<file path="config.mk">
export PLATFORM = sky130hd
export DESIGN_NAME = adc_sequencer_control
export DESIGN_NICKNAME = d
export VERILOG_FILES = /design/src/design/adc_seq_pkg.sv /design/src/design/adc_sequencer_control.sv /design/src/design/clock_prescaler.sv
export VERILOG_INCLUDE_DIRS = /design/src /design/src/design
export SDC_FILE = /design/constraint.sdc
export NUM_CORES = 1
export LEC_CHECK = 0
export ABC_AREA = 1
export ABC_CLOCK_PERIOD_IN_PS = 2900
export BUFFER_PORTS_ARGS = -buffer_cell sky130_fd_sc_hd__buf_2
export CAP_MARGIN = 20
export CELL_PAD_IN_SITES_DETAIL_PLACEMENT = 1
export CELL_PAD_IN_SITES_GLOBAL_PLACEMENT = 1
export CORE_MARGIN = 3
export CORE_UTILIZATION = 40
export CTS_CLUSTER_SIZE = 8
export DETAILED_ROUTE_END_ITERATION = 10
export PLACE_DENSITY_LB_ADDON = 0.1
export SLEW_MARGIN = 30
export SYNTH_ARGS = -nofsm -noshare
export SYNTH_HDL_FRONTEND = slang
export SYNTH_SLANG_ARGS = --single-unit
</file>
<file path="constraint.sdc">
create_clock -name mclk -period 2.9 [get_ports mclk]
set_input_delay 0.725 -clock mclk [delete_from_list [all_inputs] [get_ports mclk]]
set_output_delay 0.725 -clock mclk [all_outputs]
set_load 0.03 [all_outputs]
</file>
<file path="src/design/adc_seq_params.svh">
`ifndef ADC_SEQ_PARAMS_SVH
`define ADC_SEQ_PARAMS_SVH

// ==========================================================
// Register word offsets on the Avalon-MM slave.
`define OFS_CONTROL 4'h0
`define OFS_RESULT0 4'h1
`define OFS_RESULT1 4'h2
`define OFS_RESULT2 4'h3
`define OFS_RESULT3 4'h4
`define OFS_IRQ_STATUS 4'h5
`define OFS_IRQ_CLEAR 4'h6
`define OFS_IRQ_ENABLE 4'h7
// ==========================================================
// Control word field positions.
`define BIT_ENABLE 15
`define BIT_DONE 12
`define BIT_IRQ_TIMING 11
`define BIT_IRQ_EN 10
`define TRIG_HI 9
`define TRIG_LO 8
`define DIV_HI 7
`define DIV_LO 5
`define MODE_HI 4
`define MODE_LO 3
`define CH_HI 1
`define CH_LO 0
`define CONTROL_RESET 16'h0000
`define CONTROL_WMASK 16'h8FFB
// ==========================================================
// Divider step, phase lengths in divided clocks.
`define DIV_STEP 8
`define AZ_TICKS 4'h2
`define SAMPLE_TICKS 4'h2
`define COARSE_TICKS 4'h2
`define FINE_TICKS 4'h2
`define IRQ_BITS 2

`endif

</file>
<file path="src/design/adc_seq_pkg.sv">
package adc_seq_pkg;

  typedef enum logic [1:0] {
    MODE_REPEAT4 = 2'b00,
    MODE_SINGLE = 2'b01,
    MODE_SCAN_ONCE = 2'b10,
    MODE_SCAN_LOOP = 2'b11
  } conv_mode_t;

  typedef enum logic [2:0] {
    ST_IDLE = 3'b000,
    ST_AUTOZERO = 3'b001,
    ST_SAMPLE = 3'b010,
    ST_COARSE = 3'b011,
    ST_FINE = 3'b100
  } seq_state_t;

  // Request towards the analog core.
  typedef struct packed {
    logic [1:0] channel;
    logic autozero;
    logic sample;
    logic coarse;
    logic fine;
  } core_ctrl_t;

  // Answer from the analog core.
  typedef struct packed {
    logic [4:0] coarse_bits;
    logic [2:0] fine_bits;
  } core_data_t;

endpackage : adc_seq_pkg

</file>
<file path="src/design/adc_sequencer_control.sv">
// Our own choices: the placing of the registers and the Avalon-MM interface to the registers.
`timescale 1ns/100ps
`default_nettype none
`include "adc_seq_params.svh"

module adc_sequencer_control (
  input wire logic mclk,
  input wire logic reset,
  input wire logic ce,
  input wire logic [3:0] avs_address,
  input wire logic avs_read,
  input wire logic avs_write,
  input wire logic [31:0] avs_writedata,
  output logic [31:0] avs_readdata,
  output logic avs_waitrequest,
  input wire logic second_priority_request,
  input wire logic wake_timer,
  input wire logic timer_zero,
  input wire adc_seq_pkg::core_data_t core_data,
  output adc_seq_pkg::core_ctrl_t core_ctrl,
  output logic irq
);

  // ==========================================================
  // Registered state.
  logic [15:0] ctrl_q, ctrl_d;
  logic [7:0] res_q [4], res_d [4];
  logic [1:0] sts_q, sts_d, ien_q, ien_d;
  logic [1:0] sts_set;
  adc_seq_pkg::seq_state_t st_q, st_d;
  logic [3:0] ph_q, ph_d;
  logic [1:0] chan_q, chan_d, slot_q, slot_d, cnt_q, cnt_d;
  logic [4:0] coarse_q, coarse_d;
  logic [31:0] rdata_d;
  logic ack_q, ack_d;
  logic irq_d;
  adc_seq_pkg::core_ctrl_t cc_d;
  logic tick, running, trig, ctl_wr, wr_go, rd_go, en;
  logic pre_run;
  logic [1:0] src;
  logic [7:0] conv_word;
  adc_seq_pkg::conv_mode_t mode;

  // ==========================================================
  // Limitations.
  // Trigger inputs are taken as one-cycle pulses already in this clock domain.
  // A trigger level held high restarts the conversion on every cycle.
  // Phase lengths are fixed counts of prescaler ticks, so a slower divide
  // trades conversion speed for settling time on the analog side.
  // Status bit 1 records aborts only; software clears it like the done bit.
  // The reserved bits, the done flag and bit 2 ignore writes.

  assign en = ctrl_q[`BIT_ENABLE];
  assign mode = adc_seq_pkg::conv_mode_t'(ctrl_q[`MODE_HI:`MODE_LO]);
  assign running = (st_q != adc_seq_pkg::ST_IDLE);
  // One wait state: the answer comes on the cycle after the request is seen.
  // A write lands on the edge at which waitrequest is sampled low.
  assign wr_go = avs_write && ack_q;
  // Read data is registered on the first edge, so it stands while waitrequest is low.
  assign rd_go = avs_read && !ack_q;
  assign ctl_wr = wr_go && (avs_address == `OFS_CONTROL);
  // A control write is judged by the source it writes, so switching away from
  // write-start does not fire a stray conversion.
  assign src = ctl_wr ? avs_writedata[`TRIG_HI:`TRIG_LO] : ctrl_q[`TRIG_HI:`TRIG_LO];
  // The prescaler restarts with every trigger so a fresh conversion gets full phases.
  assign pre_run = running && !trig;
  // Each result joins the held coarse part with the fine part at the end of fine.
  assign conv_word = {coarse_q, core_data.fine_bits};

  // ==========================================================
  // Trigger selection. Inputs are treated as synchronous pulses.
  always_comb begin
    case (src)
      2'b00: trig = ctl_wr && avs_writedata[`BIT_ENABLE];
      2'b01: trig = second_priority_request;
      2'b10: trig = wake_timer;
      2'b11: trig = timer_zero;
      default: trig = 1'b0;
    endcase
    // A disabled converter only starts from a write that sets enable in the same word.
    trig = trig && (en || ctl_wr) && !(ctl_wr && !avs_writedata[`BIT_ENABLE]);
  end

  // Divided clock for the phase counters; it is held at zero while idle.
  clock_prescaler #(
    .CNT_W(7)
  ) u_prescaler (
    .mclk(mclk),
    .reset(reset),
    .ce(ce),
    .run(pre_run),
    .sel(ctrl_q[`DIV_HI:`DIV_LO]),
    .tick(tick)
  );

  // ==========================================================
  // Sequencer: auto-zero, sample, coarse, fine, then next conversion.
  always_comb begin
    st_d = st_q;
    ph_d = ph_q;
    chan_d = chan_q;
    slot_d = slot_q;
    cnt_d = cnt_q;
    coarse_d = coarse_q;
    res_d = res_q;
    sts_d = sts_q;
    sts_set = 2'h0;
    ctrl_d = ctrl_q;
    if (ctl_wr) begin
      // Reserved bits and the done flag are not writable; done clears on any write.
      ctrl_d = avs_writedata[15:0] & `CONTROL_WMASK;
      if (!en && !avs_writedata[`BIT_ENABLE]) begin
        ctrl_d = ctrl_q & ~(16'h1 << `BIT_DONE);
      end
    end
    if (trig) begin
      // A new trigger always wins over a running conversion.
      st_d = adc_seq_pkg::ST_AUTOZERO;
      ph_d = '0;
      chan_d = ctl_wr ? avs_writedata[`CH_HI:`CH_LO] : ctrl_q[`CH_HI:`CH_LO];
      slot_d = '0;
      cnt_d = '0;
    end else if (!en) begin
      // Disable drops the sequence; results keep their last completed values.
      st_d = adc_seq_pkg::ST_IDLE;
    end else if (running && tick) begin
      ph_d = ph_q + 4'h1;
      case (st_q)
        // Auto-zero the comparators before each sample.
        adc_seq_pkg::ST_AUTOZERO: begin
          if (ph_q == `AZ_TICKS - 4'h1) begin
            st_d = adc_seq_pkg::ST_SAMPLE;
            ph_d = '0;
          end
        end
        // Track the selected input.
        adc_seq_pkg::ST_SAMPLE: begin
          if (ph_q == `SAMPLE_TICKS - 4'h1) begin
            st_d = adc_seq_pkg::ST_COARSE;
            ph_d = '0;
          end
        end
        // Resolve the upper five bits on the coarse ladder.
        adc_seq_pkg::ST_COARSE: begin
          if (ph_q == `COARSE_TICKS - 4'h1) begin
            coarse_d = core_data.coarse_bits;
            st_d = adc_seq_pkg::ST_FINE;
            ph_d = '0;
          end
        end
        // Resolve the lower three bits, store the result and pick the next step.
        adc_seq_pkg::ST_FINE: begin
          if (ph_q == `FINE_TICKS - 4'h1) begin
            ph_d = '0;
            // Repeat mode stores by slot, the rest by channel.
            if (mode == adc_seq_pkg::MODE_REPEAT4) begin
              res_d[slot_q] = conv_word;
            end else begin
              res_d[chan_q] = conv_word;
            end
            // The count wraps, so in continuous mode the flag comes on every fourth result.
            cnt_d = cnt_q + 2'h1;
            if (ctrl_q[`BIT_IRQ_EN] && ((!ctrl_q[`BIT_IRQ_TIMING] && cnt_q == 2'h0) ||
                (ctrl_q[`BIT_IRQ_TIMING] && cnt_q == 2'h3))) begin
              ctrl_d[`BIT_DONE] = 1'b1;
              sts_set[0] = 1'b1;
            end
            st_d = adc_seq_pkg::ST_AUTOZERO;
            case (mode)
              // Same channel again into the next slot.
              adc_seq_pkg::MODE_REPEAT4: begin
                slot_d = slot_q + 2'h1;
                if (slot_q == 2'h3) begin
                  st_d = adc_seq_pkg::ST_IDLE;
                end
              end
              // One result, then stop.
              adc_seq_pkg::MODE_SINGLE: begin
                st_d = adc_seq_pkg::ST_IDLE;
              end
              // Next channel upward, wrapping, for four results in all.
              adc_seq_pkg::MODE_SCAN_ONCE: begin
                chan_d = chan_q + 2'h1;
                slot_d = slot_q + 2'h1;
                if (slot_q == 2'h3) begin
                  st_d = adc_seq_pkg::ST_IDLE;
                end
              end
              // Continuous scan never stops by itself.
              default: begin
                chan_d = chan_q + 2'h1;
              end
            endcase
          end
        end
        default: st_d = adc_seq_pkg::ST_IDLE;
      endcase
    end
    // Status bit 1 records an abort by retrigger or by disable.
    if (running && (trig || !en)) begin
      sts_set[1] = 1'b1;
    end
    // Hardware set wins over a software clear in the same cycle: the clear
    // acts on the old bits and the new events are merged in afterwards.
    if (wr_go && avs_address == `OFS_IRQ_CLEAR) begin
      sts_d = sts_q & ~avs_writedata[1:0];
    end
    sts_d = sts_d | sts_set;
  end

  // ==========================================================
  // Bus answer and interrupt enable.
  always_comb begin
    // Waitrequest drops for exactly one cycle per request.
    ack_d = (avs_read || avs_write) && !ack_q;
    ien_d = ien_q;
    rdata_d = 32'h0000_0000;
    if (wr_go && avs_address == `OFS_IRQ_ENABLE) begin
      ien_d = avs_writedata[1:0];
    end
    if (rd_go) begin
      case (avs_address)
        `OFS_CONTROL: rdata_d = {16'h0000, ctrl_q};
        `OFS_IRQ_STATUS: rdata_d = {30'h0, sts_q};
        `OFS_IRQ_ENABLE: rdata_d = {30'h0, ien_q};
        `OFS_RESULT0, `OFS_RESULT1, `OFS_RESULT2, `OFS_RESULT3: begin
          // Results read as zero while the converter is disabled.
          rdata_d = en ? {24'h0, res_q[2'(avs_address - `OFS_RESULT0)]} : 32'h0;
        end
        default: rdata_d = 32'h0000_0000;
      endcase
    end
    // Interrupt level follows the next status, so it registers with the bit.
    irq_d = |(sts_d & ien_d);
  end

  // ==========================================================
  // Core strobes come from the next state, so once registered they line up
  // with the state register and never lag a phase change.
  always_comb begin
    cc_d.channel = chan_d;
    cc_d.autozero = (st_d == adc_seq_pkg::ST_AUTOZERO);
    cc_d.sample = (st_d == adc_seq_pkg::ST_SAMPLE);
    cc_d.coarse = (st_d == adc_seq_pkg::ST_COARSE);
    cc_d.fine = (st_d == adc_seq_pkg::ST_FINE);
  end

  // Register stage; clock enable freezes everything.
  // Every top-level output comes straight from one of these flops.
  always_ff @(posedge mclk) begin
    if (reset) begin
      ctrl_q <= `CONTROL_RESET;
      for (int i = 0; i < 4; i++) begin
        res_q[i] <= 8'h00;
      end
      sts_q <= 2'h0;
      ien_q <= 2'h0;
      st_q <= adc_seq_pkg::ST_IDLE;
      ph_q <= 4'h0;
      chan_q <= 2'h0;
      slot_q <= 2'h0;
      cnt_q <= 2'h0;
      coarse_q <= 5'h00;
      ack_q <= 1'b0;
      avs_readdata <= 32'h0000_0000;
      avs_waitrequest <= 1'b1;
      irq <= 1'b0;
      core_ctrl <= '0;
    end else if (ce) begin
      ctrl_q <= ctrl_d;
      res_q <= res_d;
      sts_q <= sts_d;
      ien_q <= ien_d;
      st_q <= st_d;
      ph_q <= ph_d;
      chan_q <= chan_d;
      slot_q <= slot_d;
      cnt_q <= cnt_d;
      coarse_q <= coarse_d;
      ack_q <= ack_d;
      avs_readdata <= rdata_d;
      avs_waitrequest <= !ack_d;
      irq <= irq_d;
      core_ctrl <= cc_d;
    end
  end

endmodule : adc_sequencer_control
`default_nettype wire

</file>
<file path="src/design/clock_prescaler.sv">
`timescale 1ns/100ps
`default_nettype none
`include "adc_seq_params.svh"

// ==========================================================
// Prescaler: emits one tick every 8*(sel+1) enabled clocks.
module clock_prescaler #(
  parameter int CNT_W = 7
) (
  input wire logic mclk,
  input wire logic reset,
  input wire logic ce,
  input wire logic run,
  input wire logic [2:0] sel,
  output logic tick
);

  logic [CNT_W-1:0] cnt_q, cnt_d;
  logic tick_d;
  logic [CNT_W-1:0] limit;

  // Ratio 8 for code 0 up to 64 for code 7.
  assign limit = CNT_W'((32'(sel) + 32'd1) * `DIV_STEP - 32'd1);

  // Count restarts whenever the sequencer is not running.
  always_comb begin
    cnt_d = cnt_q;
    tick_d = 1'b0;
    if (!run) begin
      cnt_d = '0;
    end else if (cnt_q >= limit) begin
      cnt_d = '0;
      tick_d = 1'b1;
    end else begin
      cnt_d = cnt_q + CNT_W'(1);
    end
  end

  always_ff @(posedge mclk) begin
    if (reset) begin
      cnt_q <= '0;
      tick <= 1'b0;
    end else if (ce) begin
      cnt_q <= cnt_d;
      tick <= tick_d;
    end
  end

endmodule : clock_prescaler
`default_nettype wire

</file>
Yosys cells after proc, flatten, opt, wreduce, memory -nomap -nowiden
Cells that the tools add are included.

word-level totals
  word-level logic and storage cells = 192
  output and inout bits = 40
  flip-flop bits (word level) = 114
  bits of input ports = 52

operators by class
  muxes and demuxes = 69
  eq/ne operators = 24
  order comparisons = 6
  add/subtract/negate cells = 8
  reduce and logical (&&, ||, !) cells = 52
  bitwise gates (word level) = 9

operator list
  operator              count
  $bwmux W32            2
  $pmux W16 S4          1
  $mux W2               21
  $mux W8               5
  $demux W8 S2          2
  $mux W32              1
  $reduce_and A6 Y1     4
  $mux W3               7
  $mux W4               5
  $logic_and A1 B1 Y1   19
  $bmux W8 S2           1
  $eq A4 B3 Y1 const B  4
  $mux W1               16
  $mux W16              1
  $mux W7               2
  $mux W13              1
  $eq A3 B2 Y1 const B  4
  $mux W12              1
  $pmux W3 S4           1
  $eq A2 B2 Y1 const B  5
  $reduce_bool A2 Y1    5
  $ge A3 B3 Y1 const B  3
  $not A2 Y3            3
  $eq A4 B1 Y1 const B  2
  28 further kinds      52

Logic depth before layout (Yosys ltp)
Gate-level depths: netlist of the first run.

  word-level depth = 13
  gate-level depth with buffers = 15
  gate-level depth less buffers = 15

Cells and area by module
From an unflattened synthesis of the first run, not the netlist that was laid out.

unflattened totals
  cell total of the unflattened synthesis = 724
  area total of the unflattened synthesis = 5,191.2 um^2

by module, submodules not included
  module                 area an instance (um^2)  cells an instance  instances  sequential area each (um^2)
  adc_sequencer_control  4,608.2                  634                1          1,761.7
  clock_prescaler        583.1                    90                 1          160.2

Worst setup path after synthesis of the first run
OpenSTA, ideal clock, no wires.

  path type = register to register
  start point = reg ctrl_q[5]
  end point = reg u_prescaler.cnt_q[2]
  cell stages (with the launch flop) = 15
  path slack = 0.516 ns
  required time = 2.830 ns
  data arrival time = 2.313 ns
  library setup time = 0.070 ns
  period minus slack after synthesis = 2.384 ns
  buffers on the path = 0
  cell sequence = dfxtp_1 -> ha_1 -> or3b_2 -> a21oi_1 -> o21ai_0 -> ha_1 -> nand2_1 -> inv_1 -> o21ai_0 -> nand3_1 -> nor2_1 -> inv_1 -> nor2_1 -> nand2_1 -> a21oi_1

on the way
  word-level cells in the longest chain between the ends = 5

RTL lines
  what                      line                          source
  start: declaration        adc_sequencer_control.sv:26   logic [15:0] ctrl_q, ctrl_d;
  start signal: assignment  adc_sequencer_control.sv:252  ctrl_q <= `CONTROL_RESET;
  start signal: assignment  adc_sequencer_control.sv:270  ctrl_q <= ctrl_d;
  $add A3 B1 Y4             clock_prescaler.sv:23         assign limit = CNT_W'((32'(sel) + 32'd1) * `DIV_STEP - 32'd1);
  $sub A7 B1 Y7             clock_prescaler.sv:23
  $ge A7 B7 Y1              clock_prescaler.sv:31         end else if (cnt_q >= limit) begin
  $mux W7                   clock_prescaler.sv:31
  $mux W7                   clock_prescaler.sv:29         if (!run) begin
  end signal: assignment    clock_prescaler.sv:44         cnt_q <= cnt_d;
  end: declaration          clock_prescaler.sv:18         logic [CNT_W-1:0] cnt_q, cnt_d;

No other way between the ends.
A chain may end at the register's enable or synchronous reset.

Worst setup path in the final report of the first run
  start point = reg ctrl_q[5]
  end point = reg u_prescaler.cnt_q[4]

Same word-level chain as after synthesis.

==> flow_metrics.py, run 1 <==
metrics = {
    "clock_network": {
        "cts_buffer_depth": 2,
        "cts_tree": "yes",
        "cts_buffers": 9,
        "clk_pin_slew_ps": 70,
        "cts_root_buf": "clkbuf_16",
        "cts_sinks": 96,
        "cts_max_level": 3,
        "insertion_delay_ps": 360,
    },
    "status": {
        "outcome": "finished clean",
    },
    "yosys": {
        "synth-seq-cells": 96,
        "synth_common_cells": "nand2_1 (132), a21oi_1 (111), dfxtp_1 (96)",
        "ys_seq_area_share_pct": 36.42,
        "avgSynthCellArea_um2": 7.101,
        "synth_mux_area_share_pct": 0,
        "synth-main-ff-cell": "dfxtp_1",
        "synth_edf_count": 0,
        "synthCells": 743,
        "synth_compound_area_share_pct": 20.73,
        "yosys.area.top_type": "dfxtp_1",
        "yosys-top-cells-area": "dfxtp_1 (36%), a21oi_1 (11%), nand2_1 (9.4%)",
        "synth_top_family_by_area": "simple AND/OR/NAND/NOR gates",
        "synth_cell_type_count": 41,
        "synth_fa_ha_area_share_pct": 5.217,
        "synth-simple-area-share_pct": 24.19,
        "synth.most_common_cell": "nand2_1",
        "synth_top_area_share_pct": 36.42,
        "synth_xor_area_share_pct": 1.162,
        "syn-cell-area_um2": 5276,
        "async_flop_share_pct": 0,
        "yosys_warnings": 0,
    },
    "finish": {
        "fin_cells": 963,
        "final_util_pct": 46.32,
        "stdcell_area_um2": 5917,
        "antenna_cells": 0,
        "fin_nets": 861,
        "area_growth_pct": 12.14,
        "nFillCells": 1668,
        "drive_gt1_share_pct": 14.41,
    },
    "setup_path": {
        "cp_max_fo": 6,
        "crit_chain": "ha_1 > or3b_2 > a21oi_1 > o21ai_0 > ha_1 > nand2_1 > inv_1 > nand4_1 > nand3_1 > nor2_2 > inv_2 > nor2_1 > nand2_1 > a21oi_1",
        "arrival_ps": 2920,
        "end_kind": "flop",
        "path_class": "reg2reg",
        "startpoint_type": "flop",
        "critPathSlowestCell": "or3b_2",
        "cp_top_family": "simple AND/OR/NAND/NOR gates",
        "worstPathRequired_ps": 3190,
        "path_buf_inv": 2,
        "slowest_delay_ps": 480,
    },
    "sta": {
        "whs_ps": 444.4,
        "worstMarginPinSlew_ps": 581.0,
        "finalMaxSlewViolations": 0,
        "skew_ps": 5.296,
        "period_needed_ps": 2626,
        "worst_slack_ps": 273.9,
        "setup_viol": 0,
        "hold_violations": 0,
        "setup_tns_ps": 0,
        "relSlewSlack_pct": 61.27,
        "rsz0062_at_grt": "no",
        "period_share_pct": 90.55,
        "fmax_mhz": 380.8,
    },
    "route": {
        "route.detailed.drc": 0,
        "dr.pass1.iters": 5,
        "wl_mm": 14.72,
        "via_count": 4873,
        "viasPerCell": 5.060,
        "antenna_left": 0,
        "post_drt_wl_per_cell_um": 15.29,
        "drtIter0Drc": 161,
    },
    "die": {
        "die_area_um2": 14600,
        "boundaryPins": 92,
        "fp.dieW_um": 120.9,
        "initial_core_util_pct": 41.31,
        "die_y_um": 120.9,
        "core_area_um2": 12770,
        "core.rowCount": 41,
    },
    "placed_design": {
        "dpl_cell_area_um2": 5628,
        "io_buffers": 53,
        "dp.cells": 948,
        "dpl.hpwl_mm": 10.97,
        "gp_congestion": 0.8174,
        "place_ws_ps": 193.2,
    },
    "global_route": {
        "grt_overflow": 0,
        "first_global_vias": 5016,
        "antenna_found_initial": 0,
        "grtUsageTotal_pct": 21.05,
        "grt_pass1_wl_mm": 24.54,
        "grt_max_degree": 60,
    },
    "power_and_ir_drop": {
        "power.leakage_nw": 2.449,
        "peakVddDrop_uv": 318.6,
        "pwr_density_cell_nw_per_um2": 461.3,
        "p_total_mw": 2.729,
    },
    "min_path": {
        "hold_path.class": "reg2reg",
    },
    "job": {
        "maxCapViolCount": 0,
    },
}
flip-flops by register name, summed over array words and instances (netlist names), 2 cells and up:
name and cells:
res_q 32, avs_readdata 14, ctrl_q 13, u_prescaler.cnt_q 7
coarse_q 5, core_ctrl 4, ph_q 4, st_q 3
chan_q 2, cnt_q 2, ien_q 2, slot_q 2
sts_q 2
cell usage in the layout, fill, tap and decap left out, types with 5 or more instances in the layout:
master	instances
nand2_1	132
nand4_4	5
ha_1	22
xor2_1	5
clkbuf_16	9
buf_2	53
o21ai_1	19
nor2_1	55
o21ai_0	70
a21oi_1	111
dfxtp_1	96
inv_2	6
buf_4	9
nand2_2	7
inv_1	94
conb_1	18
nand3_1	30
layout make-up:
class | count | area [um^2] | area share (%)
clock buffers | 10 | 229.0 | 3.870
clock inverters | 5 | 57.56 | 0.9727
inverters | 101 | 384.1 | 6.492
multi-input cells | 517 | 2776 | 46.92
flip-flops and latches | 96 | 1922 | 32.48
well taps | 172 | 215.2 | 3.637
repair buffers | 62 | 332.8 | 5.625
final timing paths:
path,startpoint,end,slack (ps),cells past startpoint
hold reg to reg,res_q[30],res_q[30],440,2
setup / recovery,ctrl_q[5],u_prescaler.cnt_q[4],270,14
hold / removal,res_q[30],res_q[30],440,2
setup reg to reg,ctrl_q[5],u_prescaler.cnt_q[4],270,14
metal layers:
metal	global-route usage [%]	routed length [um]	vias to the layer above
met3	4.895	466	14
met1	25.82	6651	2325
met2	36.99	7402	70
met4	5.524	200	0
met5	0	0	-
li1	-	-	2464
report_power, final:
group | internal (mW) | switching (mW)
Clock | 0.666 | 0.537
Sequential | 1.32 | 0.00392
Combinational | 0.0536 | 0.147
Total | 2.04 | 0.687
repair_timing:
action / 4_1_cts / 5_1_grt
endpoints found under the setup margin: 0 / 5
buffers inserted: 0 / 0
hold buffers: 0 / 0
resized for setup: 0 / 2
worst register-to-register path: cells and delay by family (launching register included):
kind / cells / cell delay, ps
AOI/OAI and AO/OA: 3 / 360
buffers and inverters: 2 / 140
and+or+nand+nor: 7 / 1070
adders and majority gates: 2 / 650
DFF: 1 / 330
logic make-up after synthesis:
logic type	count (synthesis)
fa+ha+maj	22
other cells	1
simple gates	258
buf+inv	147
compound gates	212
xor+xnor	7
flops	96
Note: power is estimated with default switching activity, not from simulation.
==> inputs of run 2 (changes only) <==
--- a/config.mk
+++ b/config.mk
@@ -13,7 +13,8 @@
 export CELL_PAD_IN_SITES_DETAIL_PLACEMENT = 1
 export CELL_PAD_IN_SITES_GLOBAL_PLACEMENT = 1
 export CORE_MARGIN = 3
-export CORE_UTILIZATION = 40
+export CORE_UTILIZATION = 42
+export CTS_BUF_LIST = sky130_fd_sc_hd__clkbuf_4 sky130_fd_sc_hd__clkbuf_8
 export CTS_CLUSTER_SIZE = 8
 export DETAILED_ROUTE_END_ITERATION = 10
 export PLACE_DENSITY_LB_ADDON = 0.1
==> flow_metrics.py, run 2 (synthesized netlist as in run 1, its figures left out) <==
metrics = {
    "status": {
        "outcome": "finished clean",
    },
    "global_route": {
        "first_global_vias": 4839,
        "antenna_found_initial": 0,
        "grt_max_degree": 60,
        "grtUsageTotal_pct": 20.78,
        "grt_pass1_wl_mm": 23.76,
        "grt_overflow": 0,
    },
    "setup_path": {
        "path_class": "reg2reg",
        "startpoint_type": "flop",
        "slowest_delay_ps": 480,
        "cp_max_fo": 6,
        "end_kind": "flop",
        "crit_chain": "ha_1 > or3b_2 > a21oi_1 > o21ai_0 > ha_1 > nand2_1 > inv_1 > o21ai_0 > nand3_1 > nor2_2 > inv_1 > nor2_1 > nand2_1 > a21oi_1",
        "arrival_ps": 3020,
        "critPathSlowestCell": "or3b_2",
        "worstPathRequired_ps": 3220,
    },
    "sta": {
        "skew_ps": 12.97,
        "whs_ps": 450.2,
        "period_share_pct": 93.23,
        "hold_violations": 0,
        "setup_tns_ps": 0,
        "finalMaxSlewViolations": 0,
        "setup_viol": 0,
        "rsz0062_at_grt": "no",
        "relSlewSlack_pct": 62.72,
        "fmax_mhz": 369.9,
        "worstMarginPinSlew_ps": 559.2,
        "period_needed_ps": 2704,
    },
    "clock_network": {
        "clk_pin_slew_ps": 100,
        "cts_sinks": 96,
        "insertion_delay_ps": 390,
        "cts_root_buf": "clkbuf_8",
        "cts_max_level": 3,
        "cts_buffer_depth": 2,
        "cts_hold_buf": 0,
        "postCtsSetupRepairBufs": 0,
        "ctsResizeCount": 0,
        "cts_tree": "yes",
        "cts_buffers": 9,
    },
    "placed_design": {
        "dpl_cell_area_um2": 5615,
        "gp_congestion": 0.8259,
        "dpl.hpwl_mm": 10.48,
        "io_buffers": 53,
    },
    "finish": {
        "top_regs": "res_q: 32 flops, avs_readdata: 14 flops, ctrl_q: 13 flops",
        "drive_gt1_share_pct": 14.41,
        "final_common_cell": "nand2_1",
        "nFillCells": 1612,
        "final_util_pct": 47.91,
        "stdcell_area_um2": 5827,
        "mostFrequentLayoutCells": "nand2_1 (132), a21oi_1 (111), dfxtp_1 (96), inv_1 (95), o21ai_0 (70)",
        "antenna_cells": 0,
        "largest-register": "res_q",
        "fin_nets": 860,
        "largest_reg_flops": 32,
        "area_growth_pct": 10.43,
    },
    "power_and_ir_drop": {
        "power.leakage_nw": 2.408,
        "pwr_density_cell_nw_per_um2": 422.8,
        "peakVddDrop_uv": 241.9,
    },
    "route": {
        "wl_mm": 14.10,
        "via_count": 4804,
        "post_drt_wl_per_cell_um": 14.71,
        "route.detailed.drc": 0,
        "viasPerCell": 5.009,
        "dr.pass1.iters": 4,
        "drtIter0Drc": 200,
        "antenna_left": 0,
    },
    "die": {
        "die_y_um": 118.1,
        "fp.dieW_um": 118.1,
        "core_area_um2": 12160,
        "initial_core_util_pct": 43.38,
        "die_area_um2": 13940,
        "core.rowCount": 40,
        "boundaryPins": 92,
    },
    "min_path": {
        "hold_path.class": "reg2reg",
    },
    "job": {
        "maxCapViolCount": 0,
    },
}
run 2: cell type report:
class                   count  area (um^2)  area share (%)
multi-input cells         517         2776           47.65
clock inverters             5        63.81           1.095
flip-flops and latches     96         1922           32.98
inverters                 101        384.1           6.592
well taps                 168        210.2           3.607
clock buffers              11        145.1           2.491
repair buffers             61        325.3           5.583
run 2: worst max-delay path: cells and delay by family, from the launching register on:
| family | cells | cell delay [ps] |
|---|---|---|
| simple gates | 6 | 1000 |
| fa+ha+maj | 2 | 650 |
| compound gates | 4 | 460 |
| flops | 1 | 350 |
| buf+inv | 2 | 180 |
run 2: where the power goes:
part	switching, mW	leakage (nW)	internal (mW)
Combinational	0.144	1.53	0.0535
Clock	0.502	0.104	0.438
Sequential	0.00388	0.774	1.32
Total	0.649	2.41	1.81
run 2: per-layer routing:
metal  wire (um)  global-route usage [%]  part of all wire (%)
met1        6506                   26.20                    46
met2        6942                   35.94                    49
met3         465                   4.085                   3.3
met4         189                   5.934                   1.3
met5           0                       0                     0
run 2: final timing paths:
path,from,endpoint,slack (ps),cells after the start
max reg2reg,ctrl_q[5],u_prescaler.cnt_q[2],200,14
max,ctrl_q[5],u_prescaler.cnt_q[2],200,14
min,res_q[30],res_q[30],450,2
min reg2reg,res_q[30],res_q[30],450,2
run 2: stage by stage:
stage	cells	power (mW)	setup WS [ps]
floorplan	760	1.505	516.1
global placement	943	1.549	317.7
detailed placement	943	1.555	173.7
CTS	959	2.499	125.2
global route	959	2.579	4.742
finish	959	2.464	196.2
